`src/verilog/hpf_consts.vh`:
```
`ifndef HPF_CONSTS_VH
`define HPF_CONSTS_VH

// ----------------------------------------
// Register offsets, controller side
// ----------------------------------------
`define HPF_OFF_POP_DATA 12'h100
`define HPF_OFF_CONFIG 12'h104
`define HPF_OFF_STATUS 12'h108
`define HPF_OFF_COUNT 12'h10c
`define HPF_OFF_BLOCK_ENABLE 12'h330

// ----------------------------------------
// Field positions
// ----------------------------------------
`define HPF_EN_BIT 0
`define HPF_CFG_FLUSH_BIT 1
`define HPF_CFG_TSCLR_BIT 2
`define HPF_CFG_TB_LSB 3
`define HPF_CFG_TB_MSB 4
`define HPF_CFG_TEN_BIT 5
`define HPF_CFG_THR_LSB 6
`define HPF_CFG_THR_MSB 7
`define HPF_ST_NOT_EMPTY_BIT 0
`define HPF_ST_OVERRUN_BIT 1
`define HPF_TIME_LSB 8
`define HPF_TIME_MSB 31
`define HPF_CODE_MSB 7

// ----------------------------------------
// Reset values and encodings
// ----------------------------------------
`define HPF_CFG_RESET 5'h00
`define HPF_TIME_W 24
`define HPF_TIME_ZERO 24'h000000
`define HPF_TIME_ONE 24'h000001
`define HPF_THR_0 5'h01
`define HPF_THR_1 5'h04
`define HPF_THR_2 5'h08
`define HPF_THR_3 5'h0e
`define HPF_DIV_0 6'h07
`define HPF_DIV_1 6'h0f
`define HPF_DIV_2 6'h1f
`define HPF_DIV_3 6'h3f
`define HPF_PRE_ZERO 6'h00
`define HPF_PRE_ONE 6'h01

`endif

```
`src/verilog/hpf_fifo.v`:
```
`timescale 1ns/1ps
// Circular store; a push into a full store evicts the oldest entry.
module hpf_fifo #(
   parameter WIDTH = 32,
   parameter DEPTH = 16,
   parameter AW = 4
) (
   input wire clk_i,
   input wire rst_i,
   input wire flush_i,
   input wire push_i,
   input wire [WIDTH-1:0] push_data_i,
   input wire pop_i,
   output wire [WIDTH-1:0] head_o,
   output wire [AW:0] level_o,
   output wire full_o
);
   reg [WIDTH-1:0] mem [0:DEPTH-1];
   reg [AW-1:0] rd_ptr_reg;
   reg [AW-1:0] wr_ptr_reg;
   reg [AW:0] level_reg;
   wire empty;
   wire do_pop;
   localparam [AW:0] DEPTH_L = DEPTH;
   localparam [AW:0] ONE_L = 1;
   localparam [AW-1:0] PTR_ONE = 1;

   assign empty = (level_reg == {(AW+1){1'b0}});
   assign full_o = (level_reg == DEPTH_L);
   // Eviction on overrun is modelled as a forced pop
   assign do_pop = (pop_i & ~empty) | (push_i & full_o);
   assign head_o = mem[rd_ptr_reg];
   assign level_o = level_reg;

   always @(posedge clk_i) begin
      if (push_i && !flush_i) begin
         mem[wr_ptr_reg] <= push_data_i;
      end
   end

   always @(posedge clk_i or posedge rst_i) begin
      if (rst_i) begin
         rd_ptr_reg <= {AW{1'b0}};
         wr_ptr_reg <= {AW{1'b0}};
         level_reg <= {(AW+1){1'b0}};
      end else if (flush_i) begin
         rd_ptr_reg <= {AW{1'b0}};
         wr_ptr_reg <= {AW{1'b0}};
         level_reg <= {(AW+1){1'b0}};
      end else begin
         if (push_i) begin
            wr_ptr_reg <= wr_ptr_reg + PTR_ONE;
         end
         if (do_pop) begin
            rd_ptr_reg <= rd_ptr_reg + PTR_ONE;
         end
         if (push_i && !do_pop) begin
            level_reg <= level_reg + ONE_L;
         end else if (!push_i && do_pop) begin
            level_reg <= level_reg - ONE_L;
         end
      end
   end
endmodule

```
`src/verilog/hpf_top.v`:
```
`timescale 1ns/1ps
`include "hpf_consts.vh"

// Behaviour
// Entry store is 32 wide, 16 deep
// 24-bit free-running timestamp counter
// Host write pushes byte plus timestamp
// Host read of code register returns zero
// Full store drops oldest, sets overflow
// Only controller pops entries
// Interrupt when level reaches threshold
// Interrupt always driven while enabled
// Enable bit 0 at 330h, resets zero
// Disabled: host writes unclaimed, store flushed
// Disabled: counter held zero, tick stopped
// Enable leaves configuration fields unchanged
// Host reaches enable via index 30h; no host index here, only controller writes at 330h
// One clock, reset clears everything
// Threshold codes give 1, 4, 8, 14
// Tick divides clock by 8..64, gated
// Pop register: code 7:0, time 31:8
// Not-empty bit tracks any stored entry
// Pop read removes oldest; empty reads zero
// Overflow sticky until flush/disable/reset
// Counter write loads; counter wraps
module hpf_top #(
   parameter DATA_W = 32,
   parameter DEPTH = 16,
   parameter AW = 4,
   parameter ADDR_W = 12
) (
   input wire clk_i,
   input wire rst_i,
   input wire host_wr_i,
   input wire host_rd_i,
   input wire [7:0] host_wdata_i,
   output reg host_claim_o,
   output reg [7:0] host_rdata_o,
   input wire ec_wr_i,
   input wire ec_rd_i,
   input wire [ADDR_W-1:0] ec_addr_i,
   input wire [DATA_W-1:0] ec_wdata_i,
   output reg [DATA_W-1:0] ec_rdata_o,
   output reg ec_ack_o,
   output reg fill_level_irq_o
);
   // ----------------------------------------
   // Control state
   // ----------------------------------------
   reg enable_reg;
   reg [1:0] thr_sel_reg;
   reg [1:0] tick_rate_choice_reg;
   reg timer_en_reg;
   reg overrun_reg;
   reg overrun_next;
   reg [`HPF_TIME_W-1:0] time_reg;
   reg [`HPF_TIME_W-1:0] time_next;
   reg [5:0] pre_reg;
   reg [5:0] pre_next;
   reg [5:0] div_last;
   reg [AW:0] thr_level;
   reg [DATA_W-1:0] rdata_next;

   wire sel_pop = (ec_addr_i == `HPF_OFF_POP_DATA);
   wire sel_cfg = (ec_addr_i == `HPF_OFF_CONFIG);
   wire sel_cnt = (ec_addr_i == `HPF_OFF_COUNT);
   wire sel_en = (ec_addr_i == `HPF_OFF_BLOCK_ENABLE);
   wire sel_st = (ec_addr_i == `HPF_OFF_STATUS);
   wire cfg_wr = ec_wr_i & sel_cfg;
   wire cnt_wr = ec_wr_i & sel_cnt;

   wire [DATA_W-1:0] head;
   wire [AW:0] level;
   wire full;
   wire not_empty = (level != {(AW+1){1'b0}});

   // Disable flushes continuously; host writes are ignored then
   wire push = host_wr_i & enable_reg;
   wire pop = ec_rd_i & sel_pop & not_empty;
   wire flush = ~enable_reg | (cfg_wr & ec_wdata_i[`HPF_CFG_FLUSH_BIT]);
   wire [DATA_W-1:0] entry = {time_reg, host_wdata_i};

   // ----------------------------------------
   // Entry store
   // ----------------------------------------
   hpf_fifo #(
      .WIDTH(DATA_W),
      .DEPTH(DEPTH),
      .AW(AW)
   ) u_store (
      .clk_i(clk_i),
      .rst_i(rst_i),
      .flush_i(flush),
      .push_i(push),
      .push_data_i(entry),
      .pop_i(pop),
      .head_o(head),
      .level_o(level),
      .full_o(full)
   );

   // ----------------------------------------
   // Timestamp counter
   // ----------------------------------------
   always @* begin
      case (tick_rate_choice_reg)
         2'b00: div_last = `HPF_DIV_0;
         2'b01: div_last = `HPF_DIV_1;
         2'b10: div_last = `HPF_DIV_2;
         default: div_last = `HPF_DIV_3;
      endcase
   end

   always @* begin
      pre_next = pre_reg;
      time_next = time_reg;
      if (!enable_reg) begin
         // Prescaler held at zero too, so the first tick is a full period away
         pre_next = `HPF_PRE_ZERO;
         time_next = `HPF_TIME_ZERO;
      end else if (cnt_wr) begin
         time_next = ec_wdata_i[`HPF_TIME_MSB:`HPF_TIME_LSB];
      end else if (cfg_wr && ec_wdata_i[`HPF_CFG_TSCLR_BIT]) begin
         time_next = `HPF_TIME_ZERO;
      end else if (timer_en_reg) begin
         if (pre_reg >= div_last) begin
            pre_next = `HPF_PRE_ZERO;
            time_next = time_reg + `HPF_TIME_ONE;
         end else begin
            pre_next = pre_reg + `HPF_PRE_ONE;
         end
      end
   end

   // ----------------------------------------
   // Threshold and status
   // ----------------------------------------
   always @* begin
      case (thr_sel_reg)
         2'b00: thr_level = `HPF_THR_0;
         2'b01: thr_level = `HPF_THR_1;
         2'b10: thr_level = `HPF_THR_2;
         default: thr_level = `HPF_THR_3;
      endcase
   end

   always @* begin
      // Set beats clear when an overrun meets a flush
      overrun_next = overrun_reg & ~flush;
      if (push && full) begin
         overrun_next = 1'b1;
      end
   end

   // ----------------------------------------
   // Read mux, controller side
   // ----------------------------------------
   always @* begin
      rdata_next = {DATA_W{1'b0}};
      if (sel_pop) begin
         if (not_empty) begin
            rdata_next = head;
         end
      end else if (sel_cfg) begin
         rdata_next[`HPF_CFG_THR_MSB:`HPF_CFG_THR_LSB] = thr_sel_reg;
         rdata_next[`HPF_CFG_TEN_BIT] = timer_en_reg;
         rdata_next[`HPF_CFG_TB_MSB:`HPF_CFG_TB_LSB] = tick_rate_choice_reg;
      end else if (sel_st) begin
         rdata_next[`HPF_ST_OVERRUN_BIT] = overrun_reg;
         rdata_next[`HPF_ST_NOT_EMPTY_BIT] = not_empty;
      end else if (sel_cnt) begin
         rdata_next[`HPF_TIME_MSB:`HPF_TIME_LSB] = time_reg;
      end else if (sel_en) begin
         rdata_next[`HPF_EN_BIT] = enable_reg;
      end
   end

   // ----------------------------------------
   // Registers
   // ----------------------------------------
   always @(posedge clk_i or posedge rst_i) begin
      if (rst_i) begin
         enable_reg <= 1'b0;
         thr_sel_reg <= 2'b00;
         tick_rate_choice_reg <= 2'b00;
         timer_en_reg <= 1'b0;
         overrun_reg <= 1'b0;
         time_reg <= `HPF_TIME_ZERO;
         pre_reg <= `HPF_PRE_ZERO;
         ec_rdata_o <= {DATA_W{1'b0}};
         ec_ack_o <= 1'b0;
         host_claim_o <= 1'b0;
         host_rdata_o <= 8'h00;
         fill_level_irq_o <= 1'b0;
      end else begin
         if (ec_wr_i && sel_en) begin
            enable_reg <= ec_wdata_i[`HPF_EN_BIT];
         end
         // Configuration is untouched by the enable bit
         if (cfg_wr) begin
            thr_sel_reg <= ec_wdata_i[`HPF_CFG_THR_MSB:`HPF_CFG_THR_LSB];
            timer_en_reg <= ec_wdata_i[`HPF_CFG_TEN_BIT];
            tick_rate_choice_reg <= ec_wdata_i[`HPF_CFG_TB_MSB:`HPF_CFG_TB_LSB];
         end
         overrun_reg <= overrun_next;
         time_reg <= time_next;
         pre_reg <= pre_next;
         ec_ack_o <= ec_rd_i | ec_wr_i;
         if (ec_rd_i) begin
            ec_rdata_o <= rdata_next;
         end
         host_claim_o <= (host_wr_i | host_rd_i) & enable_reg;
         host_rdata_o <= 8'h00;
         // Masking lives in the system aggregator, not here
         fill_level_irq_o <= enable_reg & (level >= thr_level);
      end
   end
endmodule

```
`config.mk`:
```
export PLATFORM = sky130hd
export DESIGN_NAME = hpf_top
export DESIGN_NICKNAME = d
export VERILOG_FILES = /design/src/verilog/hpf_fifo.v /design/src/verilog/hpf_top.v
export VERILOG_INCLUDE_DIRS = /design/src /design/src/verilog
export SDC_FILE = /design/constraint.sdc
export NUM_CORES = 1
export LEC_CHECK = 0
export BUFFER_PORTS_ARGS = -buffer_cell sky130_fd_sc_hd__buf_2
export CAP_MARGIN = 30
export CORE_ASPECT_RATIO = 1.75
export CORE_MARGIN = 8
export CORE_UTILIZATION = 25
export CTS_CLUSTER_DIAMETER = 120
export CTS_CLUSTER_SIZE = 20
export DETAILED_ROUTE_END_ITERATION = 12
export GPL_TIMING_DRIVEN = 0
export HOLD_SLACK_MARGIN = 0.02
export PLACE_DENSITY = 0.44
export SLEW_MARGIN = 40
export SYNTH_ARGS = -nofsm -noshare
export SYNTH_HDL_FRONTEND = slang
export SYNTH_SLANG_ARGS = --single-unit
export TNS_END_PERCENT = 100
```
`constraint.sdc`:
```
create_clock -name clk_i -period 5.1 [get_ports clk_i]
set_input_delay 0.255 -clock clk_i [delete_from_list [all_inputs] [get_ports clk_i]]
set_output_delay 0.255 -clock clk_i [all_outputs]
set_load 0.01 [all_outputs]
```
==> results by group, run 1 <==
Global route
  – Largest net degree at the start of global routing: 45
  – Vias in the first global route: 14,640
  – Gr ovfl total: 0
  – First-pass GRT wire length: 106,300 um
  – Total GRT Usage: 0.1361
  – Initial antenna violation count: 4

Layout
  – Commonest cells after routing, fill and taps aside: 512 x edfxtp_1, 244 x buf_2, 113 x mux4_2, 80 x dfrtp_1, 75 x nand2_1
  – Commonest non-fill, non-tap cell in the layout: edfxtp_1
  – P&R area growth vs syn: 18.57%
  – Share of cells above drive strength 1: 0.2844
  – Max reg flops: 512
  – Final core utilization: 0.2974
  – Nets: 1,753
  – Cell Count, Final, Fillers Out: 2,927

Placed design
  – Post-DP HPWL: 54,230 um
  – Number of I/O port buffers: 89
  – Pre-CTS setup slack: 1.478 ns
  – RD Place Congestion: 0.7698
  – Placed Cells: 2,829

Job
  – Number of max-cap violations: 0

Critical path
  – Worst-case reg-to-reg path depth: 12
  – CP max-delay cell: nor4_2
  – Crit Reg-Reg Startpoint: enable_reg
  – Startpoint Class: register
  – Crit path cell chain: clkbuf_1, nand2_1, a31o_2, clkbuf_1, nor4_2, buf_4, buf_2, buf_2, buf_2, buf_2, buf_2, buf_2
  – Crit end category: register
  – FF-to-FF setup slack: 1.49 ns
  – CP Class: register to register
  – FF-to-FF End: u_store.mem[4][28]
  – Crit path largest cell delay: 0.51 ns
  – Worst-path maximum fanout: 10
  – Worst path required time: 5.39 ns
  – CP dominant cell by count: buf_2
  – Worst Path Arrival: 3.91 ns

CTS
  – TritonCTS clock tree: built
  – Root Buffer: clkbuf_16
  – Clock Latency Late Sink: 0.58 ns
  – H-tree depth: 2
  – Cts repair resizes: 0
  – Clock Sinks: 597
  – Clock transition at path regs: 0.09 ns
  – Clock Path Buffers: 3
  – CTS buffer count: 35

Logic synthesis
  – Post-Synth Simple-Gate Area: 0.04975
  – Mapped Cells: 1,360
  – Synth Area in XOR/XNOR: 0.01051
  – Seq/Total Area, Yosys: 0.7241
  – Top FF cell, synth: edfxtp_1
  – Post-synth ARST share: 0.1424
  – EDFF count, synth: 512
  – YS warnings: 0
  – Mapped cell area: 24,170 um2
  – #FFs+latches synth: 597
  – Synth Area in Compound Gates: 0.05011
  – Largest family of logic cells by synthesized area: multiplexers
  – Post-synthesis adder-cell area fraction: 0.009629
  – Syn avg cell area: 17.77 um2
  – Synth cell types: 63
  – Multiplexer share of the synthesized area: 0.1358

Route
  – Post-route DRC violation count: 0
  – Final WL: 73,880 um
  – DR vias/cell: 4.695
  – Via count: 13,740
  – Remaining antenna violation count: 0
  – Pre-antenna DRT Iters: 5
  – First DRT Iteration DRCs: 941
  – Routed length per placed instance: 25.24 um

Die
  – Die X-Extent: 251.0 um
  – Initial core utilization: 0.2508
  – I/O pin count: 101
  – Die Area: 107,300 um2
  – Core area: 96,350 um2
  – Std-Cell Rows: 151
  – Die Y: 427.3 um

STA
  – Slew at the pin with the worst max-slew slack: 0.8354 ns
  – RSZ-0062 raised after global routing: no
  – Max transition margin: 0.4388
  – Tmin final: 3.615 ns
  – Final Worst Setup Slack: 1.485 ns
  – Crit share post-route: 0.7087
  – Clock Skew: 0.01872 ns
  – Max-slew violation count: 0
  – Max frequency: 276.7 MHz
  – # setup viols final: 0
  – Final Hold Vio Count: 0

Run status
  – Status: finished clean

Power and ir drop
  – Leakage dissipation: 10.57 nW
  – Peak supply drop: 218.1 uV
  – Power Density: 421.3 nW/um2

Hold path
  – Hold path depth: 1
  – Worst hold endpoint: u_store.mem[12][1]
  – Worst Hold Launch: host_wdata_i[1]
  – Worst Hold Class: input port to register
[layout make-up]
class / count / area, um2
Antenna cell: 1 / 2.502
Clock buffer: 62 / 1030
Multi-Input combinational cell: 657 / 6345
Tap cell: 1224 / 1531
Inverter: 38 / 150.1
Buffer: 75 / 360.3
Timing Repair Buffer: 273 / 1732
Fill cell: 9586 / 67700
Sequential cell: 597 / 17510
[where the power goes]
| group | switching (W) | internal [W] | total [W] |
|---|---|---|---|
| Clock | 0.00160 | 0.00138 | 0.00298 |
| Combinational | 0.00190 | 0.00139 | 0.00329 |
| Sequential | 0.000129 | 0.00567 | 0.00580 |
[layer usage]
metal  track usage  part of all wire
met1        0.1639              0.40
met5             0           0.00018
met3       0.01896             0.043
met2        0.2537              0.53
met4       0.03227             0.020
[cells by family after synthesis]
kind of cell / Yosys count
adder cells (fa/ha/maj): 18
other: 1
XOR/XNOR: 29
AND/OR/NAND/NOR: 240
AO/OA/AOI/OAI: 176
flip-flops: 597
multiplexers: 186
buffers and inverters: 113
[how the worst max path moves through the flow]
stage	slack (ns)	to	from	depth (start not counted)
2_1_floorplan	0.42	u_store.mem[4][0]	enable_reg	5
3_3_place_gp	-4.86	u_store.mem[3][26]	host_wr_i	5
3_5_place_dp	1.48	u_store.mem[4][21]	host_wr_i	12
4_1_cts	1.45	u_store.mem[4][28]	enable_reg	12
5_1_grt	1.27	u_store.mem[4][28]	enable_reg	12
6_report	1.49	u_store.mem[4][28]	enable_reg	12
[synth_stat cells, drive strengths merged, types with 2 or more instances]
master | count | area, um2
edfxtp | 512 | 15370
mux4 | 113 | 2545
dfrtp | 85 | 2127
nand2 | 75 | 281.5
mux2i | 67 | 670.6
nor2 | 46 | 172.7
a21oi | 43 | 226.5
buf | 38 | 198.9
inv | 38 | 142.6
clkbuf | 37 | 138.9
o21ai | 37 | 196.4
nand3 | 22 | 115.1
xor2 | 22 | 192.7
o22ai | 21 | 131.4
nor4 | 18 | 118.9
ha | 17 | 212.7
nand4 | 17 | 106.4
nor2b | 16 | 100.1
a211o | 12 | 105.1
a221oi | 12 | 105.1
a221o | 9 | 90.09
a2bb2oi | 8 | 70.07
and3 | 8 | 51.30
or3 | 7 | 43.79
xnor2 | 7 | 61.31
a21o | 6 | 45.04
and2 | 6 | 37.54
mux2 | 6 | 67.56
nor3 | 6 | 30.03
a22o | 5 | 43.79
a211oi | 4 | 40.03
nand2b | 4 | 25.02
o211ai | 4 | 30.03
o221ai | 4 | 35.03
or2 | 4 | 25.02
a31o | 3 | 26.28
or4 | 3 | 26.27
a31oi | 2 | 12.51
and4 | 2 | 17.52
nand4b | 2 | 17.52
[critical path, delay by kind of cell, from the launching register on]
kind / cells / cell delay (ns)
buffers and inverters: 9 / 2.03
DFF: 1 / 0.36
AOI/OAI and AO/OA: 1 / 0.30
and+or+nand+nor: 2 / 0.65
[timing repair]
item / in CTS / in global routing
buffers inserted: 0 / 0
hold buffers: 35 / 0
endpoints found under the hold margin: 91 / 0
[stage by stage]
stage	instance area (um2)	hold slack [ns]	power (W)	TNS [ns]
floorplan	24200	0.3539	0.007920	0
global placement	26170	0.4687	0.009086	-1851.02
detailed placement	27250	0.2962	0.009264	0
CTS	28640	0.02154	0.01228	0
global route	28660	0.04171	0.01259	0
finish	28660	0.06185	0.01207	0
No activity file was read; power rests on OpenSTA's default activity.
==> run 2: changes to the inputs <==
clock period = 3.75 ns   (was 5.1 ns; I/O delays follow)
==> run 2 against run 1 <==
Combinational power up 36%. Hold slack better by 0.080 ns. Final cell count up 0.31%. Critical path depth unchanged. Count of clock-buffer cells in the layout unchanged. First-iteration DRC count up 1.6%. Final area up 0.35%. Clock skew up 0.0021 ns. Power up 36%. Core utilization up 0.10 points. Non-clock buffer count up 8. Die area unchanged.
==> results by group, run 2 (same netlist as run 1, synthesis figures left out) <==
Run status
  – Status: finished clean

Power and ir drop
  – Peak supply drop: 296.3 uV (+36%)
  – Leakage dissipation: 10.60 nW (+0.32%)
  – Total power: 0.01645 W (+36%)
  – Clock group share of total power: 0.247 (about the same)
  – Comb power frac: 0.273 (about the same)
  – Reported net switching power: 0.004954 W (+37%)
  – Switching Fraction: 0.3012 (+0.0006788)
  – Internal power: 0.01149 W (+36%)
  – Sequential power share: 0.480 (about the same)
  – Power Density: 571.9 nW/um2 (+36%)

CTS
  – Clock transition at path regs: 0.09 ns (about the same)
  – H-tree depth: 2 (unchanged)
  – Post-CTS setup buffer count: 0 (unchanged)
  – CTS buffer count: 35 (unchanged)
  – Root Buffer: clkbuf_16
  – Clock Latency Late Sink: 0.58 ns (about the same)
  – Clock Path Buffers: 3 (unchanged)
  – Clock Sinks: 597 (unchanged)
  – TritonCTS clock tree: built

STA
  – Max transition margin: 0.3889 (-0.04992)
  – # setup viols final: 0 (unchanged)
  – Crit share post-route: 0.9272 (+0.2185)
  – Clock Skew: 0.02081 ns (+0.002092 ns)
  – Setup TNS: 0 ns (unchanged)
  – Max frequency: 287.6 MHz (+4.0%)
  – Tmin final: 3.477 ns (-0.1374 ns)
  – Final Worst Setup Slack: 0.2728 ns (-1.213 ns)
  – Final Hold Vio Count: 0 (unchanged)
  – RSZ-0062 raised after global routing: no
  – Max-slew violation count: 0 (unchanged)
  – Slew at the pin with the worst max-slew slack: 0.9133 ns (+0.07793 ns)

Die
  – Core area: 96,350 um2 (unchanged)
  – Initial core utilization: 0.2508 (unchanged)
  – Die X-Extent: 251.0 um (unchanged)
  – Die Y: 427.3 um (unchanged)
  – Std-Cell Rows: 151 (unchanged)
  – I/O pin count: 101 (unchanged)
  – Die Area: 107,300 um2 (unchanged)

Global route
  – GR Util met3: 0.01835 (-0.0006076)
  – First-pass GRT wire length: 106,400 um (about the same)
  – M2 GR Usage: 0.2537 (unchanged)
  – Gr ovfl total: 0 (unchanged)
  – Vias in the first global route: 14,680 (+0.31%)
  – Initial antenna violation count: 2 (-2)
  – M1 GR Usage: 0.1643 (+0.0003876)
  – Largest net degree at the start of global routing: 45 (unchanged)
  – Layer with the highest usage: met2
  – Total GRT Usage: 0.1361 (unchanged)

Critical path
  – CP max-delay cell: clkbuf_1
  – CP Class: register to register
  – Crit path largest cell delay: 0.41 ns (-0.10 ns)
  – Crit path cell chain: clkbuf_1, nand2_1, a31o_2, clkbuf_1, nor4_4, buf_4, buf_2, buf_2, buf_2, buf_2, buf_2, buf_2
  – Startpoint Class: register
  – Worst Path Arrival: 3.77 ns (-0.14 ns)
  – Worst-path maximum fanout: 10 (unchanged)
  – CP dominant cell by count: buf_2
  – Crit end category: register
  – Worst path required time: 4.04 ns (-1.35 ns)

Layout
  – Nets: 1,761 (+0.46%)
  – Max reg flops: 512 (unchanged)
  – Commonest non-fill, non-tap cell in the layout: edfxtp_1
  – Share of cells above drive strength 1: 0.2830 (-0.001330)
  – Commonest cells after routing, fill and taps aside: 512 x edfxtp_1, 244 x buf_2, 113 x mux4_2, 80 x dfrtp_1, 75 x nand2_1
  – Cell Count, Final, Fillers Out: 2,936 (+0.31%)
  – P&R area growth vs syn: 18.99%

Route
  – Final WL: 73,850 um (about the same)
  – DR vias/cell: 4.687 (-0.16%)
  – Remaining antenna violation count: 0 (unchanged)
  – Via count: 13,760 (+0.15%)
  – Pre-antenna DRT Iters: 5 (unchanged)
  – First DRT Iteration DRCs: 956 (+1.6%)
  – Post-route DRC violation count: 0 (unchanged)
  – Routed length per placed instance: 25.15 um (-0.35%)

Job
  – Number of max-cap violations: 0 (unchanged)

Placed design
  – RD Place Congestion: 0.7698 (unchanged)
  – Post-DP HPWL: 54,230 um (unchanged)
  – Number of I/O port buffers: 89 (unchanged)
  – Placed Cells: 2,829 (unchanged)
  – Pre-CTS setup slack: 0.1370 ns (-1.341 ns)

Hold path
  – Worst Hold Class: input port to register
-- run 2: final cells by class --
cell class | count | area [um2]
plain buffers | 75 | 360.3
diodes | 2 | 5.005
repair buffers | 281 | 1812
well taps | 1224 | 1531
multi-input cells | 657 | 6362
inverters | 38 | 150.1
clock buffers | 62 | 1030
flip-flops and latches | 597 | 17510
fillers | 9581 | 67600
-- run 2: worst max-delay path: cells and delay by family (launching register included) --
family	cells	cell delay, ns
simple gates	2	0.52
buf+inv	9	1.98
compound gates	1	0.30
flops	1	0.36
-- run 2: timing repair --
action                                  in CTS  in global routing
resized for setup                            0                  2
endpoints found under the hold margin      238                  0
endpoints found under the setup margin       0                  5
hold buffers                                43                  0
-- run 2: layer usage --
layer / vias to the layer above / share of wire
met1: 7316 / 0.41
met2: 324 / 0.53
met5: - / 0
met3: 77 / 0.038
li1: 6044 / -
met4: 0 / 0.020
-- run 2: metrics by stage --
stage          utilization  hold slack, ns  area (um2)
2_1_floorplan            -          0.2864       24200
3_3_place_gp        0.2716          0.4012       26170
3_5_place_dp        0.2829          0.2287       27250
4_1_cts             0.2980         0.09647       28720
5_1_grt             0.2984          0.1471       28750
6_report            0.2985          0.1416       28760
-- run 2: path summary, 6_finish.rpt --
| kind | from | to | slack (ns) | cells after the start |
|---|---|---|---|---|
| worst max-delay path | enable_reg | u_store.mem[4][28] | 0.27 | 12 |
| worst min-delay path | ec_wdata_i[2] | time_reg[23] | 0.14 | 5 |
| worst max register to register | enable_reg | u_store.mem[4][28] | 0.27 | 12 |
| worst min register to register | overrun_reg | overrun_reg | 0.51 | 2 |
| max in group asynchronous | rst_i | ec_rdata_o[9] | 2.98 | 4 |
| min in group asynchronous | rst_i | timer_en_reg | 0.15 | 3 |
-- run 2: power groups by stage --
stage	registers, W	clock network [W]	logic, W
detailed placement	0.00804	0	0.00456
global placement	0.00815	0	0.00421
floorplan	0.00802	0	0.00275
global route	0.00793	0.00439	0.00483
finish	0.00789	0.00407	0.00449
CTS	0.00789	0.00420	0.00461
